<file path="config.mk">
export PLATFORM = sky130hd
export DESIGN_NAME = shift_branch_sysctl_exec
export DESIGN_NICKNAME = d
export VERILOG_FILES = /design/src/core_pkg.sv /design/src/gpr_if.sv /design/src/gpr_file.sv /design/src/shift_branch_sysctl_exec.sv
export VERILOG_INCLUDE_DIRS = /design/src
export SDC_FILE = /design/constraint.sdc
export NUM_CORES = 2
export LEC_CHECK = 0
export BUFFER_PORTS_ARGS = -buffer_cell sky130_fd_sc_hd__buf_2
export CELL_PAD_IN_SITES_DETAIL_PLACEMENT = 0
export CELL_PAD_IN_SITES_GLOBAL_PLACEMENT = 1
export CORE_UTILIZATION = 40
export CTS_CLUSTER_SIZE = 24
export DETAILED_ROUTE_END_ITERATION = 12
export PLACE_DENSITY = 0.73
export SYNTH_ARGS = -nofsm -noshare
export SYNTH_HDL_FRONTEND = slang
export SYNTH_HIERARCHICAL = 1
export SYNTH_SLANG_ARGS = --single-unit
</file>
<file path="constraint.sdc">
create_clock -name i_clk -period 11.1 [get_ports i_clk]
set_input_delay 0 -clock i_clk [delete_from_list [all_inputs] [get_ports i_clk]]
set_output_delay 0 -clock i_clk [all_outputs]
set_load 0.1 [all_outputs]
</file>
<file path="src/core_defs.svh">
/*
  Offsets, field positions, reset values and state counts of the
  execution slice. Assumes inclusion before the package users.
*/
`ifndef CORE_DEFS_SVH
`define CORE_DEFS_SVH
// ----------------------------------------
// Register map
// ----------------------------------------
`define WB_CTRL 8'h00
`define WB_PC 8'h04
`define WB_STAT 8'h08
`define WB_VBR 8'h0c
`define WB_PR 8'h10
`define WB_SR 8'h14
`define WB_GPR_HI 2'h1
`define CTRL_RUN 0
`define CTRL_STBY 1
`define STAT_T 0
`define STAT_SLEEP 1
`define STAT_RUN 2
`define STAT_SLOT 3
`define T_BIT 0
`define SR_RESET 32'h0000_0000
`define PC_RESET 32'h0000_0000
`define SP_IDX 4'hf
// ----------------------------------------
// Least execution states
// ----------------------------------------
`define N_ONE 4'h1
`define N_DELAYED 4'h2
`define N_BCOND_TAKEN 4'h3
`define N_BFS_TAKEN 4'h3
`define N_BTS_TAKEN 4'h2
`define N_RTE 4'h4
`define N_TRAP 4'h8
`define N_LDC_MEM 4'h3
`define N_STC_MEM 4'h2
`define N_SLEEP 4'h3
`endif

</file>
<file path="src/core_pkg.sv">
/*
  Types of the execution slice: operations, sequencer states and
  the state records. Assumes nothing of its surroundings.
*/
package core_pkg;
  typedef enum logic [4:0] {
    OP_NOP, OP_SHIFT, OP_BF, OP_BT, OP_BFS, OP_BTS, OP_BRA, OP_REGISTER_RELATIVE_JUMP,
    OP_BSR, OP_CALL_REGISTER_RELATIVE, OP_JMP, OP_JSR, OP_RTS, OP_RTE, OP_TRAP, OP_LDM,
    OP_STM, OP_LDR, OP_STR, OP_CLRT, OP_SETT, OP_CLRMAC, OP_SLEEP
  } op_e;
  typedef enum logic [2:0] {ST_HALT, ST_FETCH, ST_READ, ST_EXEC, ST_SLEEP} state_e;
  typedef struct packed {
    state_e state;
    logic [31:0] pc;
    logic [15:0] instr;
    logic [31:0] sr;
    logic [31:0] global_base_reg;
    logic [31:0] vector_base_reg;
    logic [31:0] pr;
    logic [31:0] mac_high;
    logic [31:0] mac_low;
    logic [3:0] cnt;
    logic [1:0] step;
    logic slot;
    logic [31:0] slot_pc;
    logic [31:0] tmp;
    logic [31:0] ld;
    logic haz;
    logic [2:0] haz_idx;
    logic haz_wait;
    logic sleep;
    logic standby;
    logic mem_req;
    logic mem_we;
    logic [31:0] mem_addr;
    logic [31:0] mem_wdata;
  } core_s;
  typedef struct packed {
    logic run;
    logic stby;
    logic ack;
    logic err;
    logic [31:0] dat;
  } wb_s;
endpackage

</file>
<file path="src/gpr_if.sv">
/*
  General register file port between the sequencer and the store.
  Assumes one writer and a registered read.
*/
`timescale 1ns/1ps
interface gpr_if #(
  parameter int W = 32,
  parameter int AW = 4
);
  logic [AW-1:0] rd_idx;
  logic [W-1:0] rd_data;
  logic wr_en;
  logic [AW-1:0] wr_idx;
  logic [W-1:0] wr_data;
  modport core (output rd_idx, output wr_en, output wr_idx, output wr_data, input rd_data);
  modport store (input rd_idx, input wr_en, input wr_idx, input wr_data, output rd_data);
endinterface

</file>
<file path="src/gpr_file.sv">
/*
  Sixteen general registers, one write port, one registered read.
  Assumes the reader waits one clock for read data.
*/
`timescale 1ns/1ps
module gpr_file #(
  parameter int DEPTH = 16
) (
  input wire logic i_clk,
  gpr_if.store port
);
  logic [31:0] mem [DEPTH];
  logic [31:0] next_rd;

  if (DEPTH != 16) begin : g_chk
    $error("gpr_file needs DEPTH of 16");
  end

  always_comb begin
    next_rd = mem[port.rd_idx];
  end

  always_ff @(posedge i_clk) begin
    if (port.wr_en) begin
      mem[port.wr_idx] <= port.wr_data;
    end
    port.rd_data <= next_rd;
  end
endmodule

</file>
<file path="src/shift_branch_sysctl_exec.sv">
/*
  Execution slice for shift, branch and system-control instructions.
  Assumes a word memory with req/ack for fetch and data, a classic
  Wishbone master for control, and inputs synchronous to i_clk.
*/
// Our own choices: the register addresses and the Wishbone slave port.
`timescale 1ns/1ps
`include "core_defs.svh"
module shift_branch_sysctl_exec
  import core_pkg::*;
#(
  parameter int NUM_GPR = 16
) (
  input wire logic i_clk,
  input wire logic i_rst_n,
  input wire logic i_wb_cyc,
  input wire logic i_wb_stb,
  input wire logic i_wb_we,
  input wire logic [7:0] i_wb_adr,
  input wire logic [3:0] i_wb_sel,
  input wire logic [31:0] i_wb_dat,
  output logic [31:0] o_wb_dat,
  output logic o_wb_ack,
  output logic o_wb_err,
  output logic o_mem_req,
  output logic o_mem_we,
  output logic [31:0] o_mem_addr,
  output logic [31:0] o_mem_wdata,
  input wire logic i_mem_ack,
  input wire logic [31:0] i_mem_rdata,
  input wire logic i_wake,
  output logic o_sleep,
  output logic o_standby
);
  // ----------------------------------------
  // Decode helpers
  // ----------------------------------------
  function automatic op_e decode(input logic [15:0] i);
    op_e o;
    casez (i)
      16'b0100????000?010?, 16'b0100????0010010?, 16'b0100????0010000?, 16'b0100????0000000?,
      16'b0100????0000100?, 16'b0100????0001100?, 16'b0100????0010100?: o = OP_SHIFT;
      16'b10001011????????: o = OP_BF;
      16'b10001001????????: o = OP_BT;
      16'b10001111????????: o = OP_BFS;
      16'b10001101????????: o = OP_BTS;
      16'b1010????????????: o = OP_BRA;
      16'b1011????????????: o = OP_BSR;
      16'b0000????00100011: o = OP_REGISTER_RELATIVE_JUMP;
      16'b0000????00000011: o = OP_CALL_REGISTER_RELATIVE;
      16'b0100????00101011: o = OP_JMP;
      16'b0100????00001011: o = OP_JSR;
      16'h000b: o = OP_RTS;
      16'h002b: o = OP_RTE;
      16'b11000011????????: o = OP_TRAP;
      16'b0100????00??011?: o = OP_LDM;
      16'b0100????00??001?: o = OP_STM;
      16'b0100????00??1110, 16'b0100????00??1010: o = OP_LDR;
      16'b0000????00??0010, 16'b0000????00??1010: o = OP_STR;
      16'h0008: o = OP_CLRT;
      16'h0018: o = OP_SETT;
      16'h0028: o = OP_CLRMAC;
      16'h001b: o = OP_SLEEP;
      default: o = OP_NOP;
    endcase
    if (o inside {OP_LDM, OP_STM, OP_LDR, OP_STR} && i[5:4] == 2'h3) begin
      o = OP_NOP;
    end
    return o;
  endfunction

  function automatic logic [2:0] sys_idx(input op_e o, input logic [15:0] i);
    logic ctl;
    ctl = (o == OP_LDR) ? i[2] : (o == OP_STR) ? !i[3] : i[0];
    return ctl ? {1'h0, i[5:4]} : 3'({1'h0, i[5:4]} + 3'h3);
  endfunction

  function automatic logic [31:0] sys_rd(input core_s s, input logic [2:0] x);
    case (x)
      3'h0: return s.sr;
      3'h1: return s.global_base_reg;
      3'h2: return s.vector_base_reg;
      3'h3: return s.mac_high;
      3'h4: return s.mac_low;
      default: return s.pr;
    endcase
  endfunction

  // Returns {new flag, new value}
  function automatic logic [32:0] shift_op(input logic [7:0] f, input logic [31:0] v, input logic t);
    case (f)
      8'h04: return {v[31], v[30:0], v[31]};
      8'h05: return {v[0], v[0], v[31:1]};
      8'h24: return {v[31], v[30:0], t};
      8'h25: return {v[0], t, v[31:1]};
      8'h00, 8'h20: return {v[31], v[30:0], 1'h0};
      8'h21: return {v[0], v[31], v[31:1]};
      8'h01: return {v[0], 1'h0, v[31:1]};
      8'h08: return {t, v[29:0], 2'h0};
      8'h09: return {t, 2'h0, v[31:2]};
      8'h18: return {t, v[23:0], 8'h00};
      8'h19: return {t, 8'h00, v[31:8]};
      8'h28: return {t, v[15:0], 16'h0000};
      8'h29: return {t, 16'h0000, v[31:16]};
      default: return {t, v};
    endcase
  endfunction

  function automatic logic [3:0] min_states(input op_e o, input logic tk, input logic ctl);
    case (o)
      OP_BF, OP_BT: return tk ? `N_BCOND_TAKEN : `N_ONE;
      OP_BFS: return tk ? `N_BFS_TAKEN : `N_ONE;
      OP_BTS: return tk ? `N_BTS_TAKEN : `N_ONE;
      OP_BRA, OP_REGISTER_RELATIVE_JUMP, OP_BSR, OP_CALL_REGISTER_RELATIVE, OP_JMP, OP_JSR, OP_RTS: return `N_DELAYED;
      OP_RTE: return `N_RTE;
      OP_TRAP: return `N_TRAP;
      OP_LDM: return ctl ? `N_LDC_MEM : `N_ONE;
      OP_STM: return ctl ? `N_STC_MEM : `N_ONE;
      OP_SLEEP: return `N_SLEEP;
      default: return `N_ONE;
    endcase
  endfunction

  if (NUM_GPR != 16) begin : g_chk
    $error("NUM_GPR must be 16");
  end

  // ----------------------------------------
  // State and operands
  // ----------------------------------------
  core_s c, next_c;
  wb_s w, next_w;
  gpr_if rf ();
  gpr_file #(.DEPTH(NUM_GPR)) u_gpr (.i_clk(i_clk), .port(rf));

  op_e op;
  logic [2:0] sidx;
  logic [31:0] opnd, sysval, pc4, disp8, disp12, target;
  logic t, taken, dly, retire, acc_we, wb_wr, halted;
  logic [1:0] nsteps;
  logic [3:0] need;
  logic [31:0] acc_addr, acc_wdata;
  logic [32:0] sh;

  always_comb begin
    op = decode(c.instr);
    sidx = sys_idx(op, c.instr);
    sysval = sys_rd(c, sidx);
    opnd = rf.rd_data;
    t = c.sr[`T_BIT];
    pc4 = c.pc + 32'h4;
    disp8 = {{23{c.instr[7]}}, c.instr[7:0], 1'h0};
    disp12 = {{19{c.instr[11]}}, c.instr[11:0], 1'h0};
    sh = shift_op(c.instr[7:0], opnd, t);
    halted = c.state == ST_HALT;
    wb_wr = i_wb_cyc && i_wb_stb && i_wb_we && w.ack;
    case (op)
      OP_BF, OP_BFS: taken = !t;
      OP_BT, OP_BTS: taken = t;
      OP_BRA, OP_REGISTER_RELATIVE_JUMP, OP_BSR, OP_CALL_REGISTER_RELATIVE, OP_JMP, OP_JSR, OP_RTS, OP_RTE, OP_TRAP: taken = 1'h1;
      default: taken = 1'h0;
    endcase
    dly = op inside {OP_BFS, OP_BTS, OP_BRA, OP_REGISTER_RELATIVE_JUMP, OP_BSR, OP_CALL_REGISTER_RELATIVE, OP_JMP, OP_JSR, OP_RTS, OP_RTE};
    case (op)
      OP_BRA, OP_BSR: target = pc4 + disp12;
      OP_REGISTER_RELATIVE_JUMP, OP_CALL_REGISTER_RELATIVE: target = pc4 + opnd;
      OP_JMP, OP_JSR: target = opnd;
      OP_RTS: target = c.pr;
      OP_RTE: target = c.tmp;
      OP_TRAP: target = c.ld;
      default: target = pc4 + disp8;
    endcase
    nsteps = (op == OP_TRAP) ? 2'h3 : (op == OP_RTE) ? 2'h2 : (op inside {OP_LDM, OP_STM}) ? 2'h1 : 2'h0;
    need = min_states(op, taken, sidx < 3'h3);
    // Counts are floors; extra bus wait only adds states
    retire = c.state == ST_EXEC && c.step == nsteps && c.cnt >= need - 4'h1;
    acc_we = 1'h0;
    acc_wdata = sysval;
    acc_addr = opnd;
    case (op)
      OP_STM: begin
        acc_we = 1'h1;
        acc_addr = opnd - 32'h4;
      end
      OP_RTE: acc_addr = (c.step == 2'h0) ? opnd : opnd + 32'h4;
      OP_TRAP: begin
        acc_we = c.step != 2'h2;
        acc_addr = (c.step == 2'h0) ? opnd - 32'h4 : (c.step == 2'h1) ? opnd - 32'h8
          : c.vector_base_reg + {22'h0, c.instr[7:0], 2'h0};
        acc_wdata = (c.step == 2'h0) ? c.sr : c.pc + 32'h2;
      end
      default: ;
    endcase
  end

  // ----------------------------------------
  // Register file port
  // ----------------------------------------
  always_comb begin
    rf.rd_idx = (op inside {OP_RTE, OP_TRAP}) ? `SP_IDX : c.instr[11:8];
    rf.wr_idx = halted ? i_wb_adr[5:2] : rf.rd_idx;
    rf.wr_en = 1'h0;
    rf.wr_data = i_wb_dat;
    if (halted) begin
      rf.wr_en = wb_wr && i_wb_adr[7:6] == `WB_GPR_HI && i_wb_sel == 4'hf;
    end else if (retire) begin
      rf.wr_en = op inside {OP_SHIFT, OP_LDM, OP_STM, OP_STR, OP_RTE, OP_TRAP};
      case (op)
        OP_SHIFT: rf.wr_data = sh[31:0];
        OP_LDM: rf.wr_data = opnd + 32'h4;
        OP_STM: rf.wr_data = opnd - 32'h4;
        OP_RTE: rf.wr_data = opnd + 32'h8;
        OP_TRAP: rf.wr_data = opnd - 32'h8;
        default: rf.wr_data = sysval;
      endcase
    end
  end

  // ----------------------------------------
  // Sequencer
  // ----------------------------------------
  always_comb begin
    next_c = c;
    if (c.mem_req && i_mem_ack) begin
      next_c.mem_req = 1'h0;
      next_c.mem_we = 1'h0;
    end else if (!c.mem_req && ((c.state == ST_FETCH && w.run) || (c.state == ST_EXEC && c.step < nsteps))) begin
      // One port for fetch and data, so each waits for the other
      next_c.mem_req = 1'h1;
      next_c.mem_we = c.state == ST_EXEC && acc_we;
      next_c.mem_addr = (c.state == ST_FETCH) ? {c.pc[31:2], 2'h0} : acc_addr;
      next_c.mem_wdata = acc_wdata;
    end
    unique case (c.state)
      ST_HALT: begin
        if (wb_wr && i_wb_adr == `WB_PC && i_wb_sel == 4'hf) begin
          next_c.pc = i_wb_dat;
          next_c.slot = 1'h0;
        end
        if (w.run) begin
          next_c.state = ST_FETCH;
        end
      end
      ST_FETCH: begin
        if (c.mem_req && i_mem_ack) begin
          next_c.instr = c.pc[1] ? i_mem_rdata[15:0] : i_mem_rdata[31:16];
          next_c.state = ST_READ;
          next_c.cnt = 4'h0;
          next_c.step = 2'h0;
        end else if (!c.mem_req && !w.run) begin
          next_c.state = ST_HALT;
        end
      end
      ST_READ: begin
        if (c.haz && !c.haz_wait && op inside {OP_STM, OP_STR} && sidx == c.haz_idx) begin
          next_c.haz_wait = 1'h1;
        end else begin
          next_c.haz = 1'h0;
          next_c.haz_wait = 1'h0;
          next_c.state = ST_EXEC;
        end
      end
      ST_EXEC: begin
        if (c.cnt != 4'hf) begin
          next_c.cnt = c.cnt + 4'h1;
        end
        if (c.mem_req && i_mem_ack) begin
          next_c.step = c.step + 2'h1;
          if (op == OP_RTE && c.step == 2'h0) begin
            next_c.tmp = i_mem_rdata;
          end else begin
            next_c.ld = i_mem_rdata;
          end
        end
        if (retire) begin
          next_c.state = ST_FETCH;
          case (op)
            OP_SHIFT: next_c.sr[`T_BIT] = sh[32];
            OP_CLRT: next_c.sr[`T_BIT] = 1'h0;
            OP_SETT: next_c.sr[`T_BIT] = 1'h1;
            OP_RTE: next_c.sr = c.ld;
            OP_CLRMAC: begin
              next_c.mac_high = 32'h0;
              next_c.mac_low = 32'h0;
            end
            OP_BSR, OP_CALL_REGISTER_RELATIVE, OP_JSR: next_c.pr = pc4;
            OP_SLEEP: begin
              next_c.state = ST_SLEEP;
              next_c.sleep = 1'h1;
              next_c.standby = w.stby;
            end
            default: ;
          endcase
          if (op inside {OP_LDM, OP_LDR}) begin
            case (sidx)
              3'h0: next_c.sr = (op == OP_LDM) ? c.ld : opnd;
              3'h1: next_c.global_base_reg = (op == OP_LDM) ? c.ld : opnd;
              3'h2: next_c.vector_base_reg = (op == OP_LDM) ? c.ld : opnd;
              3'h3: next_c.mac_high = (op == OP_LDM) ? c.ld : opnd;
              3'h4: next_c.mac_low = (op == OP_LDM) ? c.ld : opnd;
              default: next_c.pr = (op == OP_LDM) ? c.ld : opnd;
            endcase
            next_c.haz = op == OP_LDM;
            next_c.haz_idx = sidx;
          end
          if (c.slot) begin
            next_c.pc = c.slot_pc;
            next_c.slot = 1'h0;
          end else if (taken && dly) begin
            next_c.pc = c.pc + 32'h2;
            next_c.slot = 1'h1;
            next_c.slot_pc = target;
          end else if (taken) begin
            next_c.pc = target;
          end else begin
            next_c.pc = c.pc + 32'h2;
          end
        end
      end
      ST_SLEEP: begin
        if (i_wake) begin
          next_c.state = ST_FETCH;
          next_c.sleep = 1'h0;
          next_c.standby = 1'h0;
        end
      end
    endcase
  end

  always_ff @(posedge i_clk) begin
    if (!i_rst_n) begin
      c <= '0;
      c.state <= ST_HALT;
      c.pc <= `PC_RESET;
      c.sr <= `SR_RESET;
    end else begin
      c <= next_c;
    end
  end

  // ----------------------------------------
  // Wishbone slave
  // ----------------------------------------
  always_comb begin
    next_w = w;
    next_w.ack = 1'h0;
    next_w.err = 1'h0;
    if (i_wb_cyc && i_wb_stb && !w.ack && !w.err) begin
      next_w.ack = 1'h1;
      next_w.dat = 32'h0;
      case (i_wb_adr)
        `WB_CTRL: begin
          next_w.dat[`CTRL_RUN] = w.run;
          next_w.dat[`CTRL_STBY] = w.stby;
        end
        `WB_PC: next_w.dat = c.pc;
        `WB_STAT: begin
          next_w.dat[`STAT_T] = c.sr[`T_BIT];
          next_w.dat[`STAT_SLEEP] = c.sleep;
          next_w.dat[`STAT_RUN] = !halted;
          next_w.dat[`STAT_SLOT] = c.slot;
        end
        `WB_VBR: next_w.dat = c.vector_base_reg;
        `WB_PR: next_w.dat = c.pr;
        `WB_SR: next_w.dat = c.sr;
        default: begin
          next_w.ack = i_wb_adr[7:6] == `WB_GPR_HI && i_wb_adr[1:0] == 2'h0;
          next_w.err = !next_w.ack;
        end
      endcase
    end
    if (wb_wr && i_wb_adr == `WB_CTRL && i_wb_sel[0]) begin
      next_w.run = i_wb_dat[`CTRL_RUN];
      next_w.stby = i_wb_dat[`CTRL_STBY];
    end
  end

  always_ff @(posedge i_clk) begin
    if (!i_rst_n) begin
      w <= '0;
    end else begin
      w <= next_w;
    end
  end

  always_comb begin
    o_wb_dat = w.dat;
    o_wb_ack = w.ack;
    o_wb_err = w.err;
    o_mem_req = c.mem_req;
    o_mem_we = c.mem_we;
    o_mem_addr = c.mem_addr;
    o_mem_wdata = c.mem_wdata;
    o_sleep = c.sleep;
    o_standby = c.standby;
  end
endmodule

</file>
; ---- After elaboration in Yosys (flattened, before gate mapping)
; Memory sizes are Yosys's and may differ from the RTL's. A register that Yosys moved wholly into a read port is not among the register bits.
; Index checks and enable logic that the tools add are counted.
[classes]
n_mux = 83
reduce_logical = 86
n_eq_ne = 101
bitwise = 5
n_lt_le_gt_ge = 3
addsub = 14
[ops]
columns = op, n
row1 = 2-to-1 mux 32 bit, 21
row2 = one-hot mux 33 bit (13 select lines), 1
row3 = one-hot mux 32 bit (5 select lines), 2
row4 = 2-to-1 mux 192 bit, 1
row5 = one-hot mux 32 bit (6 select lines), 1
row6 = one-hot mux 28 bit (4 select lines), 1
row7 = one-hot mux 5 bit (22 select lines), 1
row8 = adder 32 bit, 3
row9 = one-hot mux 32 bit (3 select lines), 1
row10 = "equality test 11 x 10 -> 1 bit, second input constant", 6
row11 = 2-to-1 mux 33 bit, 2
row12 = "adder 32 x 3 -> 32 bit, second input constant", 2
row13 = 2-to-1 mux 64 bit, 1
row14 = one-hot mux 32 bit (2 select lines), 1
row15 = "equality test 5 bit, second input constant", 10
row16 = "equality test 8 x 6 -> 1 bit, second input constant", 6
row17 = "equality test 5 x 4 -> 1 bit, second input constant", 9
row18 = "equality test 8 bit, second input constant", 5
row19 = 2-to-1 mux 35 bit, 1
row20 = adder 32 x 10 -> 32 bit, 1
row21 = "adder 32 x 2 -> 32 bit, second input constant", 1
row22 = "adder 32 x 4 -> 32 bit, second input constant", 1
row23 = "equality test 16 x 4 -> 1 bit, second input constant", 2
row24 = "equality test 16 x 5 -> 1 bit, second input constant", 2
row25 = other kinds (75), 210
[totals]
word_cells = 322
mem_bits_rw = 512
mem_count = 1
ff_bits = 455
output_inout_bits = 102
[memory_table]
columns = memory, depth, word_bits, rd, rd_ports_with_merged_regs, write_ports, line
row1 = u_gpr.mem, 16, 32, 1, 1, 1, gpr_file.sv:12  ; logic [31:0] mem [DEPTH];

; ---- Depth between registers and ports, before layout
[depth]
ltp_word = 21
mapped_depth = 30
mapped_depth_nobuf = 23

; ---- By module
; The synthesis kept the hierarchy.
[modules_own_cells]
columns = module, seq_area_each_um2, instances, cells_per_inst, area_per_inst_um2
row1 = shift_branch_sysctl_exec, 9108.7, 1, 4838, 34638.2
row2 = gpr_file, 16015.4, 1, 838, 19835.3

; ---- Worst setup path after synthesis
; Ideal clock, no wire load.
[synth_path]
path_type = reg2reg
from = register c[372] in the netlist's numbering
to = memory u_gpr.mem[0][0] (enable)
synth_period_minus_slack_ps = 9169
path_buffers = 8
t_arrival_ps = 8708
slack_ps = 1931
path_stages_with_launch = 30
required_time_ps = 10639
cell_sequence = dfxtp_1 > clkinv_1 > ha_1 > o2111ai_1 > a21oi_2 > or4_1 > buf_2 > nor4_2 > nand4_2 > and3_1 > buf_4 > a31o_2 > buf_2 > buf_2 > nor2_1 > nor2_1 > a31oi_1 > ha_1 > ha_1 > a21o_1 > a21o_1 > a21oi_1 > or3_1 > clkbuf_1 > clkbuf_1 > clkbuf_1 > clkbuf_1 > o32ai_1 > or3b_2 > nor3_1
[synth_between]
elab_chain_cells = 21
elab_cells_between_ends = 78
[synth_lines]
columns = item, line
row1 = from (decl), shift_branch_sysctl_exec.sv:131  ; core_s c, next_c;
row2 = from (signal assigned), shift_branch_sysctl_exec.sv:337  ; c <= next_c;
row3 = equality test 11 x 10 -> 1 bit, shift_branch_sysctl_exec.sv:40  ; casez (i)
row4 = OR reduction 7 bit, shift_branch_sysctl_exec.sv:40
row5 = one-hot mux 5 bit (22 select lines), shift_branch_sysctl_exec.sv:40
row6 = equality test 5 x 4 -> 1 bit or equality test 5 bit (tied branches), shift_branch_sysctl_exec.sv:66  ; if (o inside {OP_LDM, OP_STM, OP_LDR, OP_STR} && i[5:4] == 2'h3) begin
row7 = nonzero test 4 bit, shift_branch_sysctl_exec.sv:66
row8 = logical AND 1 bit, shift_branch_sysctl_exec.sv:66
row9 = 2-to-1 mux 5 bit, shift_branch_sysctl_exec.sv:66
row10 = equality test 5 bit, "shift_branch_sysctl_exec.sv:74, shift_branch_sysctl_exec.sv:207"
row11 = [... 6 more ...], n/a
row12 = subtractor 4 x 1 -> 4 bit, shift_branch_sysctl_exec.sv:176  ; retire = c.state == ST_EXEC && c.step == nsteps && c.cnt >= need - 4'h1;
row13 = greater-or-equal comparator 4 bit, shift_branch_sysctl_exec.sv:176
row14 = logical AND 1 bit, shift_branch_sysctl_exec.sv:176
row15 = 2-to-1 mux 1 bit (*), shift_branch_sysctl_exec.sv:206  ; end else if (retire) begin
row16 = 2-to-1 mux 1 bit (*), shift_branch_sysctl_exec.sv:204  ; if (halted) begin
row17 = named net rf.wr_en, gpr_if.sv:12  ; logic wr_en;
row18 = 2-to-1 mux 1 bit (*), gpr_file.sv:24  ; if (port.wr_en) begin
row19 = 2-to-1 mux 1 bit (not written as such) (*), gpr_file.sv:25  ; mem[port.wr_idx] <= port.wr_data;
row20 = to (decl), gpr_file.sv:12
; The timed path passes the listed nets; every way through them passes the cells marked *.

; ---- Worst setup path after layout
[layout_path]
from = register c[372] in the netlist's numbering
to = memory u_gpr.mem[4][31] (enable)
; Same word-level chain as after synthesis.

==> qor.yml <==
holdBufCountCts: 70
synthXorXnorAreaFrac_pct: 3.33
layout-drive-gt1-share_pct: 13.6
wl_met1_um: 103000
route.met2.wl_um: 112000
worstPathRequired_ns: 11.55
h-tree-depth: 3
antenna_found_initial: 24
violations: "max-capacitance violations, max-slew violations"
synth_simple_gate_area_share_pct: 14.1
cts_resized: 0
setup_viol: 0
core_area_um2: 135000
synthAdderAreaFrac_pct: 2.22
worstMarginPinSlew_ns: 1.60
worstSetupEndpointType: "flip-flop"
rows: 135
p_int_uw: 6080
finalCritPeriodShare_pct: 82.9
wirelength_um: 270000
cp_common_cell: "nor2_1"
clock_sinks: 999
top_layer: "met5"
worst-path-max-fanout: 18
grt_usage_pct: 38.4
fin_nets: 5817
maxClockFrequency_mhz: 109
setup-tns-final_ns: 0
switchingPower_uw: 1810
yosysWarnings: 6
finalMaxSlewViolations: 1
vias: 50200
min_period_ns: 9.20
io_buffers: 184
synthToLayoutAreaGrowth_pct: 12.3
synth_edf_count: 512
fin_cells: 7516
gp_congestion: 1.06
wl_met3_um: 31600
seqPwrFrac_pct: 49.2
holdCritPathClass: "input pin to flip-flop"
async_reset_ff_share_pct: 0
synth-seq-cells: 999
synth_nets: 5854
worstSkewPairLatency_ns: 0.79
grt_pass1_wl_um: 371000
finalWorstSetupSlack_ns: 1.90
grt_pass1_vias: 46000
cpMaxStageDelayCell: "nor4b_1"
cts_buffers: 110
worst_ep_arrival_time_ns: 9.65
clockPowerShare_pct: 47.9
cts_setup_buffers: 0
ys_types: 98
path_buf_inv: 2
grt_start_max_net_pins: 120
antenna_left: 0
clock_path_buffers: 3
syn_avg_cell_area_um2: 9.60
die_area_um2: 138000
ir_drop_uv: 155
crit_family: "simple AND/OR/NAND/NOR gates"
syn-cell-area_um2: 54500
maxCapViolCount: 1
power_frac_comb_pct: 2.9
synth_top_family_by_area: "compound AO/OA/AOI/OAI gates"
sw_frac_of_total_pct: 23.0
synth_compound_area_share_pct: 20.5
die_y_um: 371
ioPinCount: 185
p_leak_uw: 0.0209
cts_tree: "built"
hold_slack_ns: 0.0613
ys_seq_area_share_pct: 46.1
dr.pass1.iters: 9
rsz0062_at_grt: "false"
cp-start-kind: "flip-flop"
cts.clk_slew.worst_paths_ns: 0.06
cp_slowest_stage_delay_ns: 0.97
crit_type: "flip-flop to flip-flop"
stdcell_area_um2: 61200
fin_skew_ns: 0.0522
synth_cells: 5676
dp.cells: 7238
hold_viol_final: 0
die_x_um: 371
place_area_um2: 56700
start_util_pct: 40.3
pre_cts_slack_ns: 2.27
crit_chain: "clkinv_1 -> ha_1 -> nand2_1 -> nor2_1 -> nor4b_1 -> o21ai_0 -> o21bai_4 -> and3_1 -> nor2_1 -> nor2_1 -> nor2_1 -> a31oi_1 -> ha_1 -> ha_1 -> a21o_1 -> a21o_1 -> a21oi_1 -> or3_2 -> o32ai_1 -> nand3b_1 -> nor3_2 -> buf_4"
clock-root-buffer: "clkbuf_16"
num-fill-cells: 12800
wire_per_inst_um: 35.9
overflow: 0
synth.mux.area_fraction_pct: 8.44
route.detailed.drc: 0
synth-main-ff-cell: "edfxtp_1"
via_per_inst: 6.67
drtIter0Drc: 7686
power_density_nw_per_um2: 129
dpl.hpwl_um: 192000
max-slew-margin-rel_pct: -6.44
status: "finished with violations"
worst reg2reg max path: stages (launching register included):
cell	delay (ns)
dfxtp_1	0.86
clkinv_1	0.64
ha_1	0.48
nand2_1	0.21
nor2_1	0.12
nor4b_1	0.98
o21ai_0	0.44
o21bai_4	0.28
and3_1	0.67
nor2_1	0.16
nor2_1	0.25
nor2_1	0.06
a31oi_1	0.24
ha_1	0.28
ha_1	0.28
a21o_1	0.10
a21o_1	0.11
a21oi_1	0.08
or3_2	0.56
o32ai_1	0.32
nand3b_1	0.41
nor3_2	0.94
buf_4	0.42
final cells by class:
class                      count  area (µm²)  share of cell area (%)
sequential                   999       25100                    41.1
timing repair buffer         442        3070                    5.02
clock buffer                 155        3080                    5.04
tap                         1781        2230                    3.64
antenna                        3        7.51                  0.0123
clock inverter                50         621                    1.01
multi-input combinational   4038       26800                    43.9
inverter                      48         188                   0.307
stage by stage:
stage	util [%]	total power, µW
2_1_floorplan	-	4050
3_5_place_dp	41.9	4160
5_1_grt	45.2	8050
3_3_place_gp	41.9	4160
6_report	45.2	7890
4_1_cts	45.2	7900
kinds of logic (layout without fill, tap and decap cells):
kind of cell | count (synthesis) | after routing
flip-flops | 999 | 999
buffers and inverters | 639 | 695
other | 1 | 4
XOR/XNOR | 207 | 207
AO/OA/AOI/OAI | 1689 | 1689
AND/OR/NAND/NOR | 1749 | 1749
multiplexers | 297 | 297
adder cells (fa/ha/maj) | 95 | 95
cells in the mapped netlist, types with 64 or more instances:
cell type	instances	share of area, %
xor2_1	93	1.5
dfxtp_1	487	18
nand2_1	739	5.1
nor3_1	99	0.91
xnor2_1	114	1.8
buf_4	112	1.5
clkbuf_1	395	2.7
mux2i_1	159	2.9
a31oi_1	69	0.79
edfxtp_1	512	28
o22ai_1	77	0.88
nand3_1	106	0.97
a22oi_1	212	2.9
ha_1	92	2.1
o21ai_0	330	3.0
nor2_1	523	3.6
a211oi_1	64	0.88
mux4_2	129	5.3
a21oi_1	431	4.0
path summary, 6_finish.rpt:
path                        start                to  slack (ns)  cells after the start
setup reg to reg           c[372]  u_gpr/mem[4][31]        1.90                     22
hold reg to reg    o_mem_addr[19]    o_mem_addr[19]        0.45                      2
hold / removal    i_mem_rdata[31]            c[104]        0.06                      4
setup / recovery           c[372]  u_gpr/mem[4][31]        1.90                     22
layout by cell type (no fill, tap or decap), types with 24 or more instances in the layout:
cell	count
a41oi_1	24
nor3_1	87
buf_4	186
edfxtp_1	512
buf_2	183
xnor2_1	114
or3_1	27
a221oi_1	55
nor2_1	502
o31ai_1	24
a21oi_1	426
a21o_1	42
o22ai_1	77
a22oi_1	212
clkbuf_16	110
o21ai_0	328
nand4_1	45
dfxtp_1	485
inv_1	44
a22o_1	43
o211ai_1	56
nand2_1	737
a222oi_1	45
dlygate4sd3_1	70
a211oi_1	63
mux2i_1	159
nand3_1	106
a31oi_1	68
mux4_2	129
and3_1	36
clkbuf_1	29
nor4_1	37
ha_1	90
xor2_1	93
state kept, by name, summed over array words and instances, names as in the netlist, 2 cells and up:
signal	cells
o_wb_dat	32
c	351
u_gpr/port.rd_data	32
w	2
o_mem_wdata	32
u_gpr/mem	512
o_mem_addr	32
routing by layer:
layer | vias up | GRT usage (%)
li1 | 21100 | -
met1 | 24700 | 49.8
met2 | 3511 | 55.0
met3 | 780 | 10.7
met4 | 22 | 26.9
met5 | - | 0
power by group through the flow:
stage | Sequential (µW) | Combinational, µW | Clock [µW]
3_5_place_dp | 3960 | 202 | 0
2_1_floorplan | 3960 | 87.5 | 0
6_report | 3880 | 231 | 3770
4_1_cts | 3880 | 221 | 3800
5_1_grt | 3880 | 235 | 3930
3_3_place_gp | 3960 | 200 | 0
Power figures use the tool's default switching activity.
